File: src/common/card_host_pkg.sv
// Constants for the card host status and bus clock rate block
package card_host_pkg;
    localparam int ADDR_W = 8;
    localparam logic [7:0] CTRL_OFS = 8'h00;
    localparam logic [7:0] STAT_OFS = 8'h04;
    localparam logic [7:0] CLKDIV_OFS = 8'h08;

    localparam int CTRL_CLK_LSB = 0;
    localparam int CTRL_START_OP_BIT = 2;
    localparam int CTRL_RESET_BIT = 3;

    localparam int ST_AUTO_STOP = 31;
    localparam int ST_RESETTING = 15;
    localparam int ST_SDIO_INT = 14;
    localparam int ST_CARD_PROGRAMMING_FINISHED = 13;
    localparam int ST_DATA_DONE = 12;
    localparam int ST_CMD_DONE = 11;
    localparam int ST_FIFO_AFULL = 10;
    localparam int ST_READ_PAUSE = 9;
    localparam int ST_CLK_ON = 8;
    localparam int ST_FIFO_FULL = 7;
    localparam int ST_FIFO_EMPTY = 6;
    localparam int ST_RESP_CRC = 5;
    localparam int ST_READ_CRC = 4;
    localparam int ST_WR_CRC_LSB = 2;
    localparam int ST_RESP_TO = 1;
    localparam int ST_READ_TO = 0;
    localparam logic [31:0] STAT_RESET = 32'h0000_0040;

    localparam int RATE_W = 3;
    localparam logic [2:0] RATE_RESET = 3'h7;

    localparam int FIFO_AFULL_WORDS = 15;
    localparam int FIFO_DEPTH = 16;

    typedef enum logic [1:0] {
        CLK_CMD_NOP = 2'h0,
        CLK_CMD_STOP = 2'h1,
        CLK_CMD_START = 2'h2
    } clk_cmd_t;

    typedef enum logic [1:0] {
        WR_CRC_OK = 2'h0,
        WR_CRC_BAD = 2'h1,
        WR_CRC_NONE = 2'h2
    } wr_crc_t;

    typedef enum logic [1:0] {
        RST_BUSY = 2'h0,
        RST_DONE = 2'h1
    } rst_state_t;

    localparam int CLK_PERIOD_NS = 25;
    localparam int RESET_TIME_NS = 400;
    localparam int RESET_CYCLES =
        (RESET_TIME_NS + CLK_PERIOD_NS - 1) / CLK_PERIOD_NS;
    localparam logic [7:0] RESET_CNT_LOAD = 8'(RESET_CYCLES - 1);
endpackage

File: src/rtl/card_clock_divider.sv
// Power-of-two divider producing one tick per card bus clock period
`timescale 1ns/1ps
module card_clock_divider #(
    parameter int RATE_W = 3
) (
    input wire logic ref_clk_in,
    input wire logic rstn_in,
    input wire logic run_in,
    input wire logic [RATE_W-1:0] rate_in,
    output logic tick_out
);
    localparam int CNT_W = (1 << RATE_W) - 1;

    logic [CNT_W-1:0] count_reg;
    logic [CNT_W-1:0] mask;
    logic wrap;

    // Low rate bits of the counter decide the period
    always_comb begin
        mask = CNT_W'((1 << rate_in) - 1);
        wrap = (count_reg & mask) == mask;
    end

    always_ff @(posedge ref_clk_in or negedge rstn_in) begin
        if (!rstn_in) begin
            count_reg <= '0;
        end else if (!run_in || wrap) begin
            count_reg <= '0;
        end else begin
            count_reg <= count_reg + 1'b1;
        end
    end

    // Rate zero ticks every cycle, passing the source clock
    always_ff @(posedge ref_clk_in or negedge rstn_in) begin
        if (!rstn_in) begin
            tick_out <= 1'b0;
        end else begin
            tick_out <= run_in && wrap;
        end
    end
endmodule

File: src/rtl/card_host_status.sv
// Status register, reset sequencer and bus clock rate of the card host
//
// Our own choices: the address map and strobed register access.
`timescale 1ns/1ps
module card_host_status (
    input wire logic ref_clk_in,
    input wire logic rstn_in,
    input wire logic [7:0] addr_in,
    input wire logic [31:0] wr_data_in,
    input wire logic wr_in,
    input wire logic rd_in,
    output logic [31:0] rd_data_out,
    input wire logic auto_stop_done_in,
    input wire logic sdio_int_detect_in,
    input wire logic sdio_int_ack_in,
    input wire logic card_busy_in,
    input wire logic data_tran_done_in,
    input wire logic cmd_done_in,
    input wire logic [4:0] fifo_level_in,
    input wire logic card_in_read_pause_in,
    input wire logic resp_crc_err_in,
    input wire logic read_crc_err_in,
    input wire logic wr_crc_valid_in,
    input wire logic [1:0] wr_crc_code_in,
    input wire logic resp_timeout_in,
    input wire logic read_timeout_in,
    output logic ctrl_reset_out,
    output logic op_start_out,
    output logic card_clk_running_out,
    output logic card_clk_tick_out
);
    localparam int NEV = 7;

    logic ctrl_wr;
    logic stat_wr;
    logic div_wr;
    logic soft_reset_req;
    logic op_start_req;
    logic [1:0] clk_cmd;
    logic flag_clear;

    card_host_pkg::rst_state_t rst_state_reg;
    card_host_pkg::rst_state_t rst_state_next;
    logic [7:0] rst_cnt_reg;
    logic resetting;

    logic [NEV-1:0] ev;
    logic [NEV-1:0] sticky_reg;
    logic sdio_int_reg;
    logic card_programming_finished_reg;
    logic read_pause_reg;
    logic [2:0] fifo_flags_reg;
    logic [1:0] wr_crc_reg;
    logic clk_run_reg;
    logic [2:0] rate_reg;
    logic [31:0] status_word;
    logic [31:0] rd_data_next;

    function automatic logic hit(input logic [7:0] a,
                                 input logic [7:0] ofs);
        hit = a == ofs;
    endfunction

    // Register decode
    always_comb begin
        ctrl_wr = wr_in && hit(addr_in, card_host_pkg::CTRL_OFS);
        stat_wr = wr_in && hit(addr_in, card_host_pkg::STAT_OFS);
        div_wr = wr_in && hit(addr_in, card_host_pkg::CLKDIV_OFS);
        soft_reset_req = ctrl_wr
            && wr_data_in[card_host_pkg::CTRL_RESET_BIT];
        op_start_req = ctrl_wr && !resetting
            && wr_data_in[card_host_pkg::CTRL_START_OP_BIT];
        clk_cmd = wr_data_in[card_host_pkg::CTRL_CLK_LSB +: 2];
        flag_clear = op_start_req || resetting;
    end

    // Reset sequencer, busy after power-up and after a reset request
    always_comb begin
        case (rst_state_reg)
            card_host_pkg::RST_BUSY: begin
                rst_state_next = (rst_cnt_reg == 8'h00)
                    ? card_host_pkg::RST_DONE : card_host_pkg::RST_BUSY;
            end
            card_host_pkg::RST_DONE: begin
                rst_state_next = card_host_pkg::RST_DONE;
            end
            default: begin
                rst_state_next = card_host_pkg::RST_BUSY;
            end
        endcase
        if (soft_reset_req) begin
            rst_state_next = card_host_pkg::RST_BUSY;
        end
    end

    always_ff @(posedge ref_clk_in or negedge rstn_in) begin
        if (!rstn_in) begin
            rst_state_reg <= card_host_pkg::RST_BUSY;
        end else begin
            rst_state_reg <= rst_state_next;
        end
    end

    always_ff @(posedge ref_clk_in or negedge rstn_in) begin
        if (!rstn_in) begin
            rst_cnt_reg <= card_host_pkg::RESET_CNT_LOAD;
        end else if (soft_reset_req) begin
            rst_cnt_reg <= card_host_pkg::RESET_CNT_LOAD;
        end else if (rst_cnt_reg != 8'h00) begin
            rst_cnt_reg <= rst_cnt_reg - 8'h01;
        end
    end

    assign resetting = rst_state_reg == card_host_pkg::RST_BUSY;
    assign ctrl_reset_out = resetting;

    // Operation start pulse to the command engine
    always_ff @(posedge ref_clk_in or negedge rstn_in) begin
        if (!rstn_in) begin
            op_start_out <= 1'b0;
        end else begin
            op_start_out <= op_start_req;
        end
    end

    // Sticky completion and error flags; a set wins over the operation start clear
    assign ev = {auto_stop_done_in, data_tran_done_in, cmd_done_in,
                 resp_crc_err_in, read_crc_err_in, resp_timeout_in,
                 read_timeout_in};

    genvar gi;
    generate
        for (gi = 0; gi < NEV; gi++) begin : g_sticky
            always_ff @(posedge ref_clk_in or negedge rstn_in) begin
                if (!rstn_in) begin
                    sticky_reg[gi] <= 1'b0;
                end else if (ev[gi] && !resetting) begin
                    sticky_reg[gi] <= 1'b1;
                end else if (flag_clear) begin
                    sticky_reg[gi] <= 1'b0;
                end
            end
        end
    endgenerate

    // Card interrupt held until the acknowledge command goes out
    always_ff @(posedge ref_clk_in or negedge rstn_in) begin
        if (!rstn_in) begin
            sdio_int_reg <= 1'b0;
        end else if (sdio_int_detect_in && !resetting) begin
            sdio_int_reg <= 1'b1;
        end else if (sdio_int_ack_in || resetting) begin
            sdio_int_reg <= 1'b0;
        end
    end

    // Level flags follow the card and FIFO state
    always_ff @(posedge ref_clk_in or negedge rstn_in) begin
        if (!rstn_in) begin
            card_programming_finished_reg <= 1'b0;
            read_pause_reg <= 1'b0;
        end else begin
            card_programming_finished_reg <= !card_busy_in && !resetting;
            read_pause_reg <= card_in_read_pause_in;
        end
    end

    always_ff @(posedge ref_clk_in or negedge rstn_in) begin
        if (!rstn_in) begin
            fifo_flags_reg <= 3'h1;
        end else begin
            fifo_flags_reg[0] <= fifo_level_in == 5'h00;
            fifo_flags_reg[1] <= 32'(fifo_level_in)
                >= card_host_pkg::FIFO_DEPTH;
            fifo_flags_reg[2] <= 32'(fifo_level_in)
                >= card_host_pkg::FIFO_AFULL_WORDS;
        end
    end

    // Write CRC status code, reserved code never stored
    always_ff @(posedge ref_clk_in or negedge rstn_in) begin
        if (!rstn_in) begin
            wr_crc_reg <= card_host_pkg::WR_CRC_OK;
        end else if (wr_crc_valid_in && !resetting
                     && wr_crc_code_in != 2'h3) begin
            wr_crc_reg <= wr_crc_code_in;
        end else if (flag_clear) begin
            wr_crc_reg <= card_host_pkg::WR_CRC_OK;
        end
    end

    // Bus clock run state from the clock command
    always_ff @(posedge ref_clk_in or negedge rstn_in) begin
        if (!rstn_in) begin
            clk_run_reg <= 1'b0;
        end else if (resetting) begin
            clk_run_reg <= 1'b0;
        end else if (ctrl_wr && clk_cmd == card_host_pkg::CLK_CMD_STOP) begin
            clk_run_reg <= 1'b0;
        end else if (ctrl_wr && clk_cmd == card_host_pkg::CLK_CMD_START) begin
            clk_run_reg <= 1'b1;
        end
    end

    assign card_clk_running_out = clk_run_reg;

    // Divider setting, only the rate field is writable
    always_ff @(posedge ref_clk_in or negedge rstn_in) begin
        if (!rstn_in) begin
            rate_reg <= card_host_pkg::RATE_RESET;
        end else if (div_wr) begin
            rate_reg <= wr_data_in[2:0];
        end
    end

    card_clock_divider #(
        .RATE_W(card_host_pkg::RATE_W)
    ) u_div (
        .ref_clk_in(ref_clk_in),
        .rstn_in(rstn_in),
        .run_in(clk_run_reg),
        .rate_in(rate_reg),
        .tick_out(card_clk_tick_out)
    );

    // Status word assembly; writes to it are ignored
    always_comb begin
        status_word = 32'h0000_0000;
        status_word[card_host_pkg::ST_AUTO_STOP] = sticky_reg[6];
        status_word[card_host_pkg::ST_RESETTING] = resetting;
        status_word[card_host_pkg::ST_SDIO_INT] = sdio_int_reg;
        status_word[card_host_pkg::ST_CARD_PROGRAMMING_FINISHED] = card_programming_finished_reg;
        status_word[card_host_pkg::ST_DATA_DONE] = sticky_reg[5];
        status_word[card_host_pkg::ST_CMD_DONE] = sticky_reg[4];
        status_word[card_host_pkg::ST_FIFO_AFULL] = fifo_flags_reg[2];
        status_word[card_host_pkg::ST_READ_PAUSE] = read_pause_reg;
        status_word[card_host_pkg::ST_CLK_ON] = clk_run_reg;
        status_word[card_host_pkg::ST_FIFO_FULL] = fifo_flags_reg[1];
        status_word[card_host_pkg::ST_FIFO_EMPTY] = fifo_flags_reg[0];
        status_word[card_host_pkg::ST_RESP_CRC] = sticky_reg[3];
        status_word[card_host_pkg::ST_READ_CRC] = sticky_reg[2];
        status_word[card_host_pkg::ST_WR_CRC_LSB +: 2] = wr_crc_reg;
        status_word[card_host_pkg::ST_RESP_TO] = sticky_reg[1];
        status_word[card_host_pkg::ST_READ_TO] = sticky_reg[0];
    end

    // Read data, one cycle after the strobe, zero when unmapped
    always_comb begin
        rd_data_next = 32'h0000_0000;
        if (rd_in && hit(addr_in, card_host_pkg::STAT_OFS)) begin
            rd_data_next = status_word;
        end else if (rd_in && hit(addr_in, card_host_pkg::CLKDIV_OFS)) begin
            rd_data_next = {29'h0, rate_reg};
        end
    end

    always_ff @(posedge ref_clk_in or negedge rstn_in) begin
        if (!rstn_in) begin
            rd_data_out <= 32'h0000_0000;
        end else begin
            rd_data_out <= rd_data_next;
        end
    end

    logic unused_stat_wr;
    assign unused_stat_wr = stat_wr;
endmodule

File: config.mk
export PLATFORM = sky130hd
export DESIGN_NAME = card_host_status
export DESIGN_NICKNAME = d
export VERILOG_FILES = /design/src/common/card_host_pkg.sv /design/src/rtl/card_clock_divider.sv /design/src/rtl/card_host_status.sv
export SDC_FILE = /design/constraint.sdc
export NUM_CORES = 1
export LEC_CHECK = 0
export BUFFER_PORTS_ARGS = -buffer_cell sky130_fd_sc_hd__buf_2
export CORE_MARGIN = 8
export CORE_UTILIZATION = 40
export CTS_BUF_LIST = sky130_fd_sc_hd__clkbuf_4 sky130_fd_sc_hd__clkbuf_8
export CTS_CLUSTER_SIZE = 10
export DETAILED_ROUTE_END_ITERATION = 10
export PLACE_DENSITY = 0.68
export SLEW_MARGIN = 20
export SYNTH_ARGS = -nofsm -noshare
export SYNTH_HDL_FRONTEND = slang
export SYNTH_SLANG_ARGS = --single-unit
File: constraint.sdc
create_clock -name ref_clk_in -period 2.85 [get_ports ref_clk_in]
set_input_delay 0.57 -clock ref_clk_in [delete_from_list [all_inputs] [get_ports ref_clk_in]]
set_output_delay 0.57 -clock ref_clk_in [all_outputs]
set_load 0.02 [all_outputs]
==> impl_results.md, run 1 <==
- Setup tns final: 0 ps
- Share of power burned in the clock network: 24.5%
- Area enclosed by the die boundary: roughly 9100 um^2
- Placed wire-length estimate after detailed placement: between 3000 and 4000 um
- Hold violation count in the final report: 0
- Core region area: 6240 um^2
- Fin nets: 359
- Tmin final: 2330 ps
- Avg Vias per Cell: 4.91
- Hold_buf cts: 0
- Setup Crit Path Kind: flop to flop
- Length of the first detailed-routing pass in iterations: 4
- Routed wire per std cell: about 14 um
- Initial Util: 40.6%
- Post-Synthesis Cell Area: about 2500 um^2
- Clock input transition at the sequential cells of the worst setup and hold paths: ~100 ps
- Buffer levels on the longest clock path: 2
- Synth area leader: sky130_fd_sc_hd__dfrtp_1
- Peak fanout along the critical path: 12
- Worst setup skew after layout: 9.72 ps
- X dimension of the die: 95.6 um
- Sw power: approximately 0.55 mW
- Register share of total power: between 50% and 60%
- Instance area at placement: around 2800 um^2
- Area of all placed cells without fillers: 2920 um^2
- Clock Latency Late Sink: around 300 ps
- Final Max Tran Viols: 0
- Standard-cell row count: 29
- Combinational fraction of design power: approximately a fifth
- Clock buffer count from CTS: 5
- Average instance area after synthesis: around 11 um^2
- Data arrival time of the critical path: between 2000 and 3000 ps
- Commonest non-fill, non-tap cell in the layout: sky130_fd_sc_hd__buf_2
- Vias in the first global route: about 1,900
- Sink count of the clock tree: 54
- Share of the synthesized area in the top cell type: roughly 45%
- Max-cap violation count: 0
- Detailed-route via count: between 1,500 and 2,000
- Run status: completed
- Design internal power: ~1.2 mW
- Synth warnings: 0
- Number of distinct library cells after synthesis: 50
- Final critical-path share of the clock period: 81.7%
- Commonest cells after routing, fill and taps aside: 55 x sky130_fd_sc_hd__buf_2, 46 x sky130_fd_sc_hd__dfrtp_1, 18 x sky130_fd_sc_hd__nor2_1
- Clock tree from TritonCTS: built
- Maximum level of the CTS H-tree: 2
- Areal power density over the cells: 608 nW/um^2
- Setup violation total in the final timing report: 0
- Initial antenna violation count: 0
- Post-synthesis sequential area ratio: between 50% and 60%
- Pre-CTS setup slack: approximately 530 ps
- Setup WS post-layout: ~520 ps
- Diode count: 0
- Fraction of final layout cells sized beyond drive strength 1: 28.7%
- Total congestion overflow after global routing: 0
- Port-buffer cells: 55
- Crit end category: flop
- Number of DRC violations after detailed-routing iteration 0: around 80
- Layout fillers: between 500 and 600
- # IOs: 99
- Final core occ: about 47%
- Overall Global Routing Usage: around 12%
- Max-Slew Margin vs Limit: between 60% and 70%
- Maximum ir drop on the vdd rail: 275 uV
- Number of instances in the synthesized netlist: between 200 and 250
- Max FFs per register: 17
- Async S/R FF share, synth: 100%
- Type of origin of the critical path: flop
- First-pass GRT wire length: about 8400 um
- Maximum number of pins on one net before global-route repair: 40
- Area contributors post-synth: sky130_fd_sc_hd__dfrtp_1 45%, sky130_fd_sc_hd__dfstp_2 8.3%, sky130_fd_sc_hd__buf_4 4.4%
- Unrepaired setup endpoints after global routing: false
- Hold/Removal Path Class: input pin to asynchronous set/reset pin
- Achievable clock frequency: 430 MHz
- Drc violations: 0
- Final wirelength: roughly 5200 um
- Required time at the worst-slack endpoint: between 3000 and 4000 ps
- Prevailing post-synth register cell: sky130_fd_sc_hd__dfrtp_1
- Post-CTS sizing: 0
- Number of placed instances, taps included: 362
- Synthesized flop and latch total: between 50 and 60
- Final ANT Viol Nets: 0
- RD Place Congestion: between 0.7 and 0.8
- Final cell count without fillers: 370
- Vert. Die Dim: between 90 and 100 um
- Post-CTS Setup Repair Bufs: 0
- Switching share of total power: a little under a third
- Count of flip-flops with a built-in enable after synthesis: 0
- Slew @ Worst Pin: approximately 510 ps
- Relative area change from synthesis to final layout: 15.4%
- Root buffer cell: sky130_fd_sc_hd__clkbuf_8
- Leakage Power: roughly 1.4 nW
==> synthesized netlist by cell type (2+ instances only) <==
cell                       number
sky130_fd_sc_hd__buf_4         15
sky130_fd_sc_hd__nand3_1        6
sky130_fd_sc_hd__a31oi_1       11
sky130_fd_sc_hd__ha_1           4
sky130_fd_sc_hd__nand2b_1       6
sky130_fd_sc_hd__a22oi_1        3
sky130_fd_sc_hd__o211ai_1       2
sky130_fd_sc_hd__a21oi_1        7
sky130_fd_sc_hd__a21bo_2        2
sky130_fd_sc_hd__clkbuf_1       3
sky130_fd_sc_hd__and3_1         2
sky130_fd_sc_hd__nor2_1        18
sky130_fd_sc_hd__xor2_1         2
sky130_fd_sc_hd__nor4_1         3
sky130_fd_sc_hd__nand2_1       10
sky130_fd_sc_hd__nand4_1        3
sky130_fd_sc_hd__xnor2_1        4
sky130_fd_sc_hd__and2_1        16
sky130_fd_sc_hd__o21ai_0       10
sky130_fd_sc_hd__dfstp_2        8
sky130_fd_sc_hd__or3_1          2
sky130_fd_sc_hd__inv_1         15
sky130_fd_sc_hd__a211oi_1       6
sky130_fd_sc_hd__dfrtp_1       46
sky130_fd_sc_hd__buf_2          4
sky130_fd_sc_hd__nor2b_1        4
==> power groups by stage <==
stage	clock [mW]	combinational, mW	sequential [mW]
floorplan	0	0.282	0.971
global placement	0	0.354	0.985
detailed placement	0	0.367	0.988
CTS	0.458	0.368	0.974
global route	0.485	0.410	0.990
finish	0.435	0.364	0.976
==> layer usage <==
metal	global-route usage, %	vias up	part of all wire, %
met4	2.82	0	0.46
met3	3.31	4	4.9
met2	20.2	40	51
met5	0	-	0
li1	-	903	-
met1	13.4	868	43
==> metrics by stage <==
stage | hold WS [ps] | power (mW)
after detailed placement | 434 | 1.36
final | 156 | 1.77
after floorplan | 274 | 1.25
after global routing | 165 | 1.88
after global placement | 433 | 1.34
after CTS | 154 | 1.80
==> final timing paths <==
kind / start / to / slack, ps / cells after the start
setup / recovery: rate_reg[1] / u_div.count_reg[0] / 520 / 6
hold / removal: rstn_in / rd_data_out[10] / 160 / 1
setup reg to reg: rate_reg[1] / u_div.count_reg[0] / 520 / 6
hold reg to reg: fifo_flags_reg[2] / rd_data_out[10] / 450 / 1
max in group asynchronous: rstn_in / rst_cnt_reg[2] / 1880 / 2
min in group ref_clk_in: card_in_read_pause_in / read_pause_reg / 370 / 1
==> final cells by class <==
type	instances	area (um^2)	share of cell area, %
multi-input combinational	159	1020	35.0
inverter	15	56.3	1.93
tap	77	96.3	3.30
clock buffer	6	76.3	2.61
sequential	54	1360	46.6
clock inverter	2	17.5	0.600
timing repair buffer	57	290	9.94
==> critical path: stages (launching register included) <==
cell                        delay, ps
sky130_fd_sc_hd__dfstp_2          440
sky130_fd_sc_hd__or3_4            400
sky130_fd_sc_hd__ha_1             260
sky130_fd_sc_hd__or4bb_1          500
sky130_fd_sc_hd__a31oi_1          240
sky130_fd_sc_hd__a2111oi_4        120
sky130_fd_sc_hd__a211oi_1         270
==> cells by family after synthesis <==
kind of cell,count (synthesis),share of synthesized area (%)
simple gates,80,18.3
flops,54,53.8
compound gates,51,14.5
buf+inv,37,7.91
xor+xnor,6,2.08
fa+ha+maj,4,1.98
mux,3,1.29
other cells,1,0.148
Note: power is estimated with default switching activity, not from simulation.
==> inputs of run 2 (changes only) <==
Clock period 2.85 ns to 2.45 ns, I/O delays scaled along.
==> run 2 against run 1 <==
Compared with the run above: routed wire length increased by 0.84%; clock skew decreased by 2.3 ps; first-iteration DRC count decreased by 18%; largest power group unchanged; critical endpoint unchanged.
==> impl_results.md, run 2 (synthesized netlist as in run 1, its figures left out) <==
- Tmin final: 2320 ps (-7.63 ps)
- Switching share of total power: 29.8% (-0.96 points)
- Maximum ir drop on the vdd rail: 346 uV (+26%)
- Worst setup skew after layout: 7.42 ps (-2.30 ps)
- First-pass GRT wire length: 8730 um (+3.7%)
- Detailed-route via count: 1,855 (+2.2%)
- Buffer levels on the longest clock path: 2 (unchanged)
- Routed wire per std cell: 14.2 um (+0.57%)
- Type of origin of the critical path: flop
- Combinational fraction of design power: 19.8% (-0.7 points)
- Required time at the worst-slack endpoint: 2660 ps (-400 ps)
- # IOs: 99 (unchanged)
- Initial Util: 40.6% (unchanged)
- Number of DRC violations after detailed-routing iteration 0: 64 (-18%)
- Final Max Tran Viols: 0 (unchanged)
- Sink count of the clock tree: 54 (unchanged)
- RD Place Congestion: 0.736 (-1.8%)
- Run status: completed
- Share of power burned in the clock network: 27.6% (+3.1 points)
- Placed wire-length estimate after detailed placement: 3810 um (-3.4%)
- Final ANT Viol Nets: 0 (unchanged)
- Standard-cell row count: 29 (unchanged)
- Clock Latency Late Sink: 300 ps (about the same)
- Data arrival time of the critical path: 2530 ps (about the same)
- X dimension of the die: 95.6 um (unchanged)
- Initial antenna violation count: 0 (unchanged)
- Avg Vias per Cell: 5.00 (+1.9%)
- Unrepaired setup endpoints after global routing: false
- Slew @ Worst Pin: 665 ps (+154 ps)
- Hold/Removal Path Class: input pin to asynchronous set/reset pin
- Fraction of final layout cells sized beyond drive strength 1: 29.9% (+1.3 points)
- Overall Global Routing Usage: 11.8% (+0.27 points)
- Final wirelength: 5270 um (+0.84%)
- Total congestion overflow after global routing: 0 (unchanged)
- Drc violations: 0 (unchanged)
- Crit end category: flop
- Areal power density over the cells: 730 nW/um^2 (+20%)
- Achievable clock frequency: 431 MHz (+0.33%)
- Maximum number of pins on one net before global-route repair: 55 (+38%)
- Area enclosed by the die boundary: 9130 um^2 (unchanged)
- Fin nets: 360 (+0.28%)
- Sw power: 0.646 mW (+18%)
- Port-buffer cells: 55 (unchanged)
- Clock tree from TritonCTS: built
- Commonest non-fill, non-tap cell in the layout: sky130_fd_sc_hd__buf_2
- Maximum level of the CTS H-tree: 2 (unchanged)
- Post-CTS sizing: 0 (unchanged)
- Register share of total power: 52.6% (-2.4 points)
- Setup Crit Path Kind: flop to flop
- Core region area: 6240 um^2 (unchanged)
- Design internal power: 1.52 mW (+24%)
- Length of the first detailed-routing pass in iterations: 4 (unchanged)
- Max FFs per register: 17 (unchanged)
- Commonest cells after routing, fill and taps aside: 55 x sky130_fd_sc_hd__buf_2, 46 x sky130_fd_sc_hd__dfrtp_1, 18 x sky130_fd_sc_hd__nor2_1
- Leakage Power: 1.40 nW (+1.2%)
- Diode count: 0 (unchanged)
- Setup WS post-layout: 130 ps (-392 ps)
- Pre-CTS setup slack: 65.6 ps (-461 ps)
- Clock buffer count from CTS: 5 (unchanged)
- Post-CTS Setup Repair Bufs: 0 (unchanged)
- Hold violation count in the final report: 0 (unchanged)
- Vias in the first global route: 1,935 (-0.26%)
- Relative area change from synthesis to final layout: 17.1%
- Root buffer cell: sky130_fd_sc_hd__clkbuf_8
- Setup violation total in the final timing report: 0 (unchanged)
- Clock input transition at the sequential cells of the worst setup and hold paths: 100 ps (about the same)
- Final critical-path share of the clock period: 94.7% (+13 points)
- Max-Slew Margin vs Limit: 55.7% (-10 points)
- Peak fanout along the critical path: 12 (unchanged)
- Hold_buf cts: 0 (unchanged)
- Setup tns final: 0 ps (unchanged)
- Max-cap violation count: 0 (unchanged)
- Vert. Die Dim: 95.6 um (unchanged)
==> run 2: final cells by class <==
cell class | count | area (um^2)
Clock buffer | 5 | 68.8
Clock inverter | 3 | 43.8
Fill cell | 608 | 3280
Inverter | 15 | 56.3
Multi-Input combinational cell | 159 | 1040
Sequential cell | 54 | 1360
Tap cell | 77 | 96.3
Timing Repair Buffer | 58 | 298
==> run 2: final timing paths <==
check	start	end	slack, ps	depth (start not counted)
setup / recovery	rate_reg[1]	u_div.count_reg[0]	130	6
hold / removal	rstn_in	card_programming_finished_reg	300	2
setup reg to reg	rate_reg[1]	u_div.count_reg[0]	130	6
hold reg to reg	fifo_flags_reg[2]	rd_data_out[10]	450	1
max in group asynchronous	rstn_in	rst_cnt_reg[7]	1720	2
min in group ref_clk_in	card_in_read_pause_in	read_pause_reg	300	1
==> run 2: per-layer routing <==
metal / track usage (%) / wire length, um
met5: 0 / 0
met4: 3.84 / 83
met3: 3.07 / 306
met2: 19.3 / 2570
met1: 14.8 / 2310
==> run 2: stage by stage <==
| step | hold WS (ps) | power [mW] | cells | utilization (%) | area [um^2] |
|---|---|---|---|---|---|
| floorplan | 194 | 1.46 | 250 | - | 2580 |
| global placement | 434 | 1.56 | 363 | 45.4 | 2830 |
| detailed placement | 436 | 1.57 | 363 | 45.4 | 2830 |
| CTS | 287 | 2.18 | 371 | 47.2 | 2950 |
| global route | 284 | 2.29 | 371 | 47.5 | 2960 |
| finish | 296 | 2.16 | 371 | 47.5 | 2960 |
==> run 2: worst max-delay path: stages, from the launching register on <==
cell and delay, ps:
sky130_fd_sc_hd__dfstp_2 440, sky130_fd_sc_hd__or3_4 400, sky130_fd_sc_hd__ha_1 260, sky130_fd_sc_hd__or4bb_1 540
sky130_fd_sc_hd__a31oi_2 200, sky130_fd_sc_hd__a2111oi_4 110, sky130_fd_sc_hd__a211oi_1 270
==> run 2: power groups by stage <==
| stage | clock network, mW | registers (mW) | logic (mW) |
|---|---|---|---|
| after CTS | 0.621 | 1.13 | 0.426 |
| final | 0.597 | 1.14 | 0.429 |
| after global routing | 0.642 | 1.16 | 0.493 |
| after global placement | 0 | 1.15 | 0.411 |
| after floorplan | 0 | 1.13 | 0.328 |
| after detailed placement | 0 | 1.15 | 0.424 |
==> inputs of run 3 (changes only) <==
Settings changed: CELL_PAD_IN_SITES_DETAIL_PLACEMENT from default to 0, CELL_PAD_IN_SITES_GLOBAL_PLACEMENT from default to 2, CORE_UTILIZATION 40 to 30, PLACE_DENSITY 0.68 to default, PLACE_DENSITY_LB_ADDON from default to 0.1.
==> run 3 against run 2 <==
Compared with the run above: via count is 3.5% lower; first-iteration DRC count is 58% higher; total power is 3.7% lower; non-clock buffer count is 2 higher; routed wire length is 7.4% higher; sequential share of layout area is 0.40 points lower; critical path type unchanged; largest power group unchanged.
==> impl_results.md, run 3 (synthesized netlist as in run 1, its figures left out) <==
- Port-buffer cells: 55 (unchanged)
- Number of DRC violations after detailed-routing iteration 0: 101 (+58%)
- Areal power density over the cells: 697 nW/um^2 (-4.5%)
- Initial Util: 30.8% (-9.8 points)
- Peak fanout along the critical path: 8 (-4)
- Length of the first detailed-routing pass in iterations: 4 (unchanged)
- Detailed-route via count: 1,791 (-3.5%)
- Achievable clock frequency: 434 MHz (+0.71%)
- Setup tns final: 0 ps (unchanged)
- Fin Hold WS: 178 ps (-118 ps)
- Type of origin of the critical path: flop
- Max FFs per register: 17 (unchanged)
- Final cell count without fillers: 401 (+8.1%)
- Hold/Removal Path Class: input pin to asynchronous set/reset pin
- Final Max Tran Viols: 0 (unchanged)
- Max-Slew Margin vs Limit: 58.7% (+3.1 points)
- Post-CTS sizing: 0 (unchanged)
- Commonest cells after routing, fill and taps aside: 55 x sky130_fd_sc_hd__buf_2, 46 x sky130_fd_sc_hd__dfrtp_1, 18 x sky130_fd_sc_hd__nor2_1
- Crit end category: flop
- Clock Latency Late Sink: 310 ps (about the same)
- Core region area: 8220 um^2 (+32%)
- Routed wire per std cell: 14.1 um (-0.67%)
- Beginning of the critical path: rate_reg[0]
- Overall Global Routing Usage: 10.5% (-1.3 points)
- Run status: completed
- Diode count: 0 (unchanged)
- Clock buffer count from CTS: 5 (unchanged)
- Final critical-path share of the clock period: 94.0% (-0.67 points)
- Relative area change from synthesis to final layout: 18.1%
- Setup Crit Path Kind: flop to flop
- Maximum number of pins on one net before global-route repair: 30 (-45%)
- Slowest-stage cell, CP: sky130_fd_sc_hd__or4bb_1
- Maximum ir drop on the vdd rail: 233 uV (-33%)
- Met2 layer usage reported by global route: 17.5% (-1.8 points)
- Data arrival time of the critical path: 2520 ps (about the same)
- Final core occ: 36.4% (-11 points)
- Buffer levels on the longest clock path: 2 (unchanged)
- Clock input transition at the sequential cells of the worst setup and hold paths: 100 ps (about the same)
- Commonest non-fill, non-tap cell in the layout: sky130_fd_sc_hd__buf_2
- Avg Vias per Cell: 4.47 (-11%)
- Max-cap violation count: 0 (unchanged)
- Post-CTS Setup Repair Bufs: 0 (unchanged)
- First-pass GRT wire length: 9760 um (+12%)
- Standard-cell row count: 33 (+14%)
- Required time at the worst-slack endpoint: 2670 ps (about the same)
- Placed wire-length estimate after detailed placement: 4250 um (+12%)
- Critical path, cell by cell: or3_4 > ha_1 > or4bb_1 > a31oi_1 > a2111oi_4 > a211oi_1
- Area of all placed cells without fillers: 2990 um^2 (+0.89%)
- Root buffer cell: sky130_fd_sc_hd__clkbuf_8
- Total congestion overflow after global routing: 0 (unchanged)
- Tmin final: 2300 ps (-16.4 ps)
- Initial antenna violation count: 0 (unchanged)
- Clock tree from TritonCTS: built
- Fraction of final layout cells sized beyond drive strength 1: 29.4% (-0.54 points)
- Global routing met3 resource utilization: 2.34% (-0.74 points)
- Met1 usage: 13.3% (-1.5 points)
- Setup WS post-layout: 146 ps (+16.4 ps)
- Final wirelength: 5660 um (+7.4%)
- Leakage Power: 1.39 nW (-0.31%)
- Top delay family on crit path: simple AND/OR/NAND/NOR gates
- Drc violations: 0 (unchanged)
- Unrepaired setup endpoints after global routing: false
- Number of placed instances, taps included: 393 (+8.3%)
- Instance area at placement: 2900 um^2 (+2.2%)
- Max incr delay on CP: 510 ps (-30 ps)
- Setup violation total in the final timing report: 0 (unchanged)
- Vert. Die Dim: 108 um (+13%)
- Maximum level of the CTS H-tree: 2 (unchanged)
- # IOs: 99 (unchanged)
- Area enclosed by the die boundary: 11,600 um^2 (+27%)
- Pre-CTS setup slack: 153 ps (+87.6 ps)
- Worst setup skew after layout: 8.31 ps (+0.890 ps)
- RD Place Congestion: 0.718 (-2.4%)
- Slew @ Worst Pin: 619 ps (-45.8 ps)
- Number of buffer and inverter instances along the worst setup path: 0 (unchanged)
- Vias in the first global route: 1,959 (+1.2%)
- R2R Path Start: rate_reg[0]
- Sum of internal, switching and leakage power: 2.08 mW (-3.7%)
- Hold violation count in the final report: 0 (unchanged)
- Gr busiest metal: met2
- Sink count of the clock tree: 54 (unchanged)
- Final ANT Viol Nets: 0 (unchanged)
- X dimension of the die: 108 um (+13%)
- Hold_buf cts: 0 (unchanged)
- Fin nets: 362 (+0.56%)
## run 3: changes by cell type in the layout (fill, tap and decap cells not counted)
cell / before / now
sky130_fd_sc_hd__buf_12: 0 / 1
sky130_fd_sc_hd__clkinv_2: 1 / 0
sky130_fd_sc_hd__a211oi_1: 4 / 6
sky130_fd_sc_hd__bufinv_16: 1 / 0
sky130_fd_sc_hd__a31oi_2: 1 / 0
sky130_fd_sc_hd__a31oi_1: 10 / 11
sky130_fd_sc_hd__buf_4: 3 / 4
sky130_fd_sc_hd__clkinvlp_4: 0 / 2
sky130_fd_sc_hd__a211oi_2: 2 / 0
## run 3: worst reg2reg max path: cells and delay by family, from the launching register on
family	cells	cell delay [ps]
AOI/OAI and AO/OA	3	640
adders and majority gates	1	270
DFF	1	430
and+or+nand+nor	2	890
## run 3: worst paths after layout
path	end	slack, ps	cells past startpoint
setup / recovery	u_div.count_reg[0]	150	6
hold / removal	rd_data_out[10]	180	1
setup reg to reg	u_div.count_reg[0]	150	6
hold reg to reg	rd_data_out[10]	460	1
max in group asynchronous	rate_reg[1]	1620	2
min in group ref_clk_in	read_pause_reg	290	1
## run 3: routing by layer
layer / part of all wire, % / routed length (um)
met5: 0 / 0
met4: 1.2 / 70
met3: 3.9 / 220
met2: 48 / 2730
met1: 47 / 2630
## run 3: final cells by class
cell class | instances | area (um^2)
clock inverter | 3 | 23.8
inverter | 15 | 56.3
tap | 105 | 131
multi-input combinational | 159 | 1020
timing repair buffer | 60 | 325
fill | 840 | 5230
sequential | 54 | 1360
clock buffer | 5 | 68.8
## run 3: report_power, final
group / internal, mW / leakage, nW / switching (mW)
clock network: 0.205 / 0.0408 / 0.314
registers: 1.02 / 0.650 / 0.112
logic: 0.193 / 0.702 / 0.239
total: 1.42 / 1.39 / 0.665
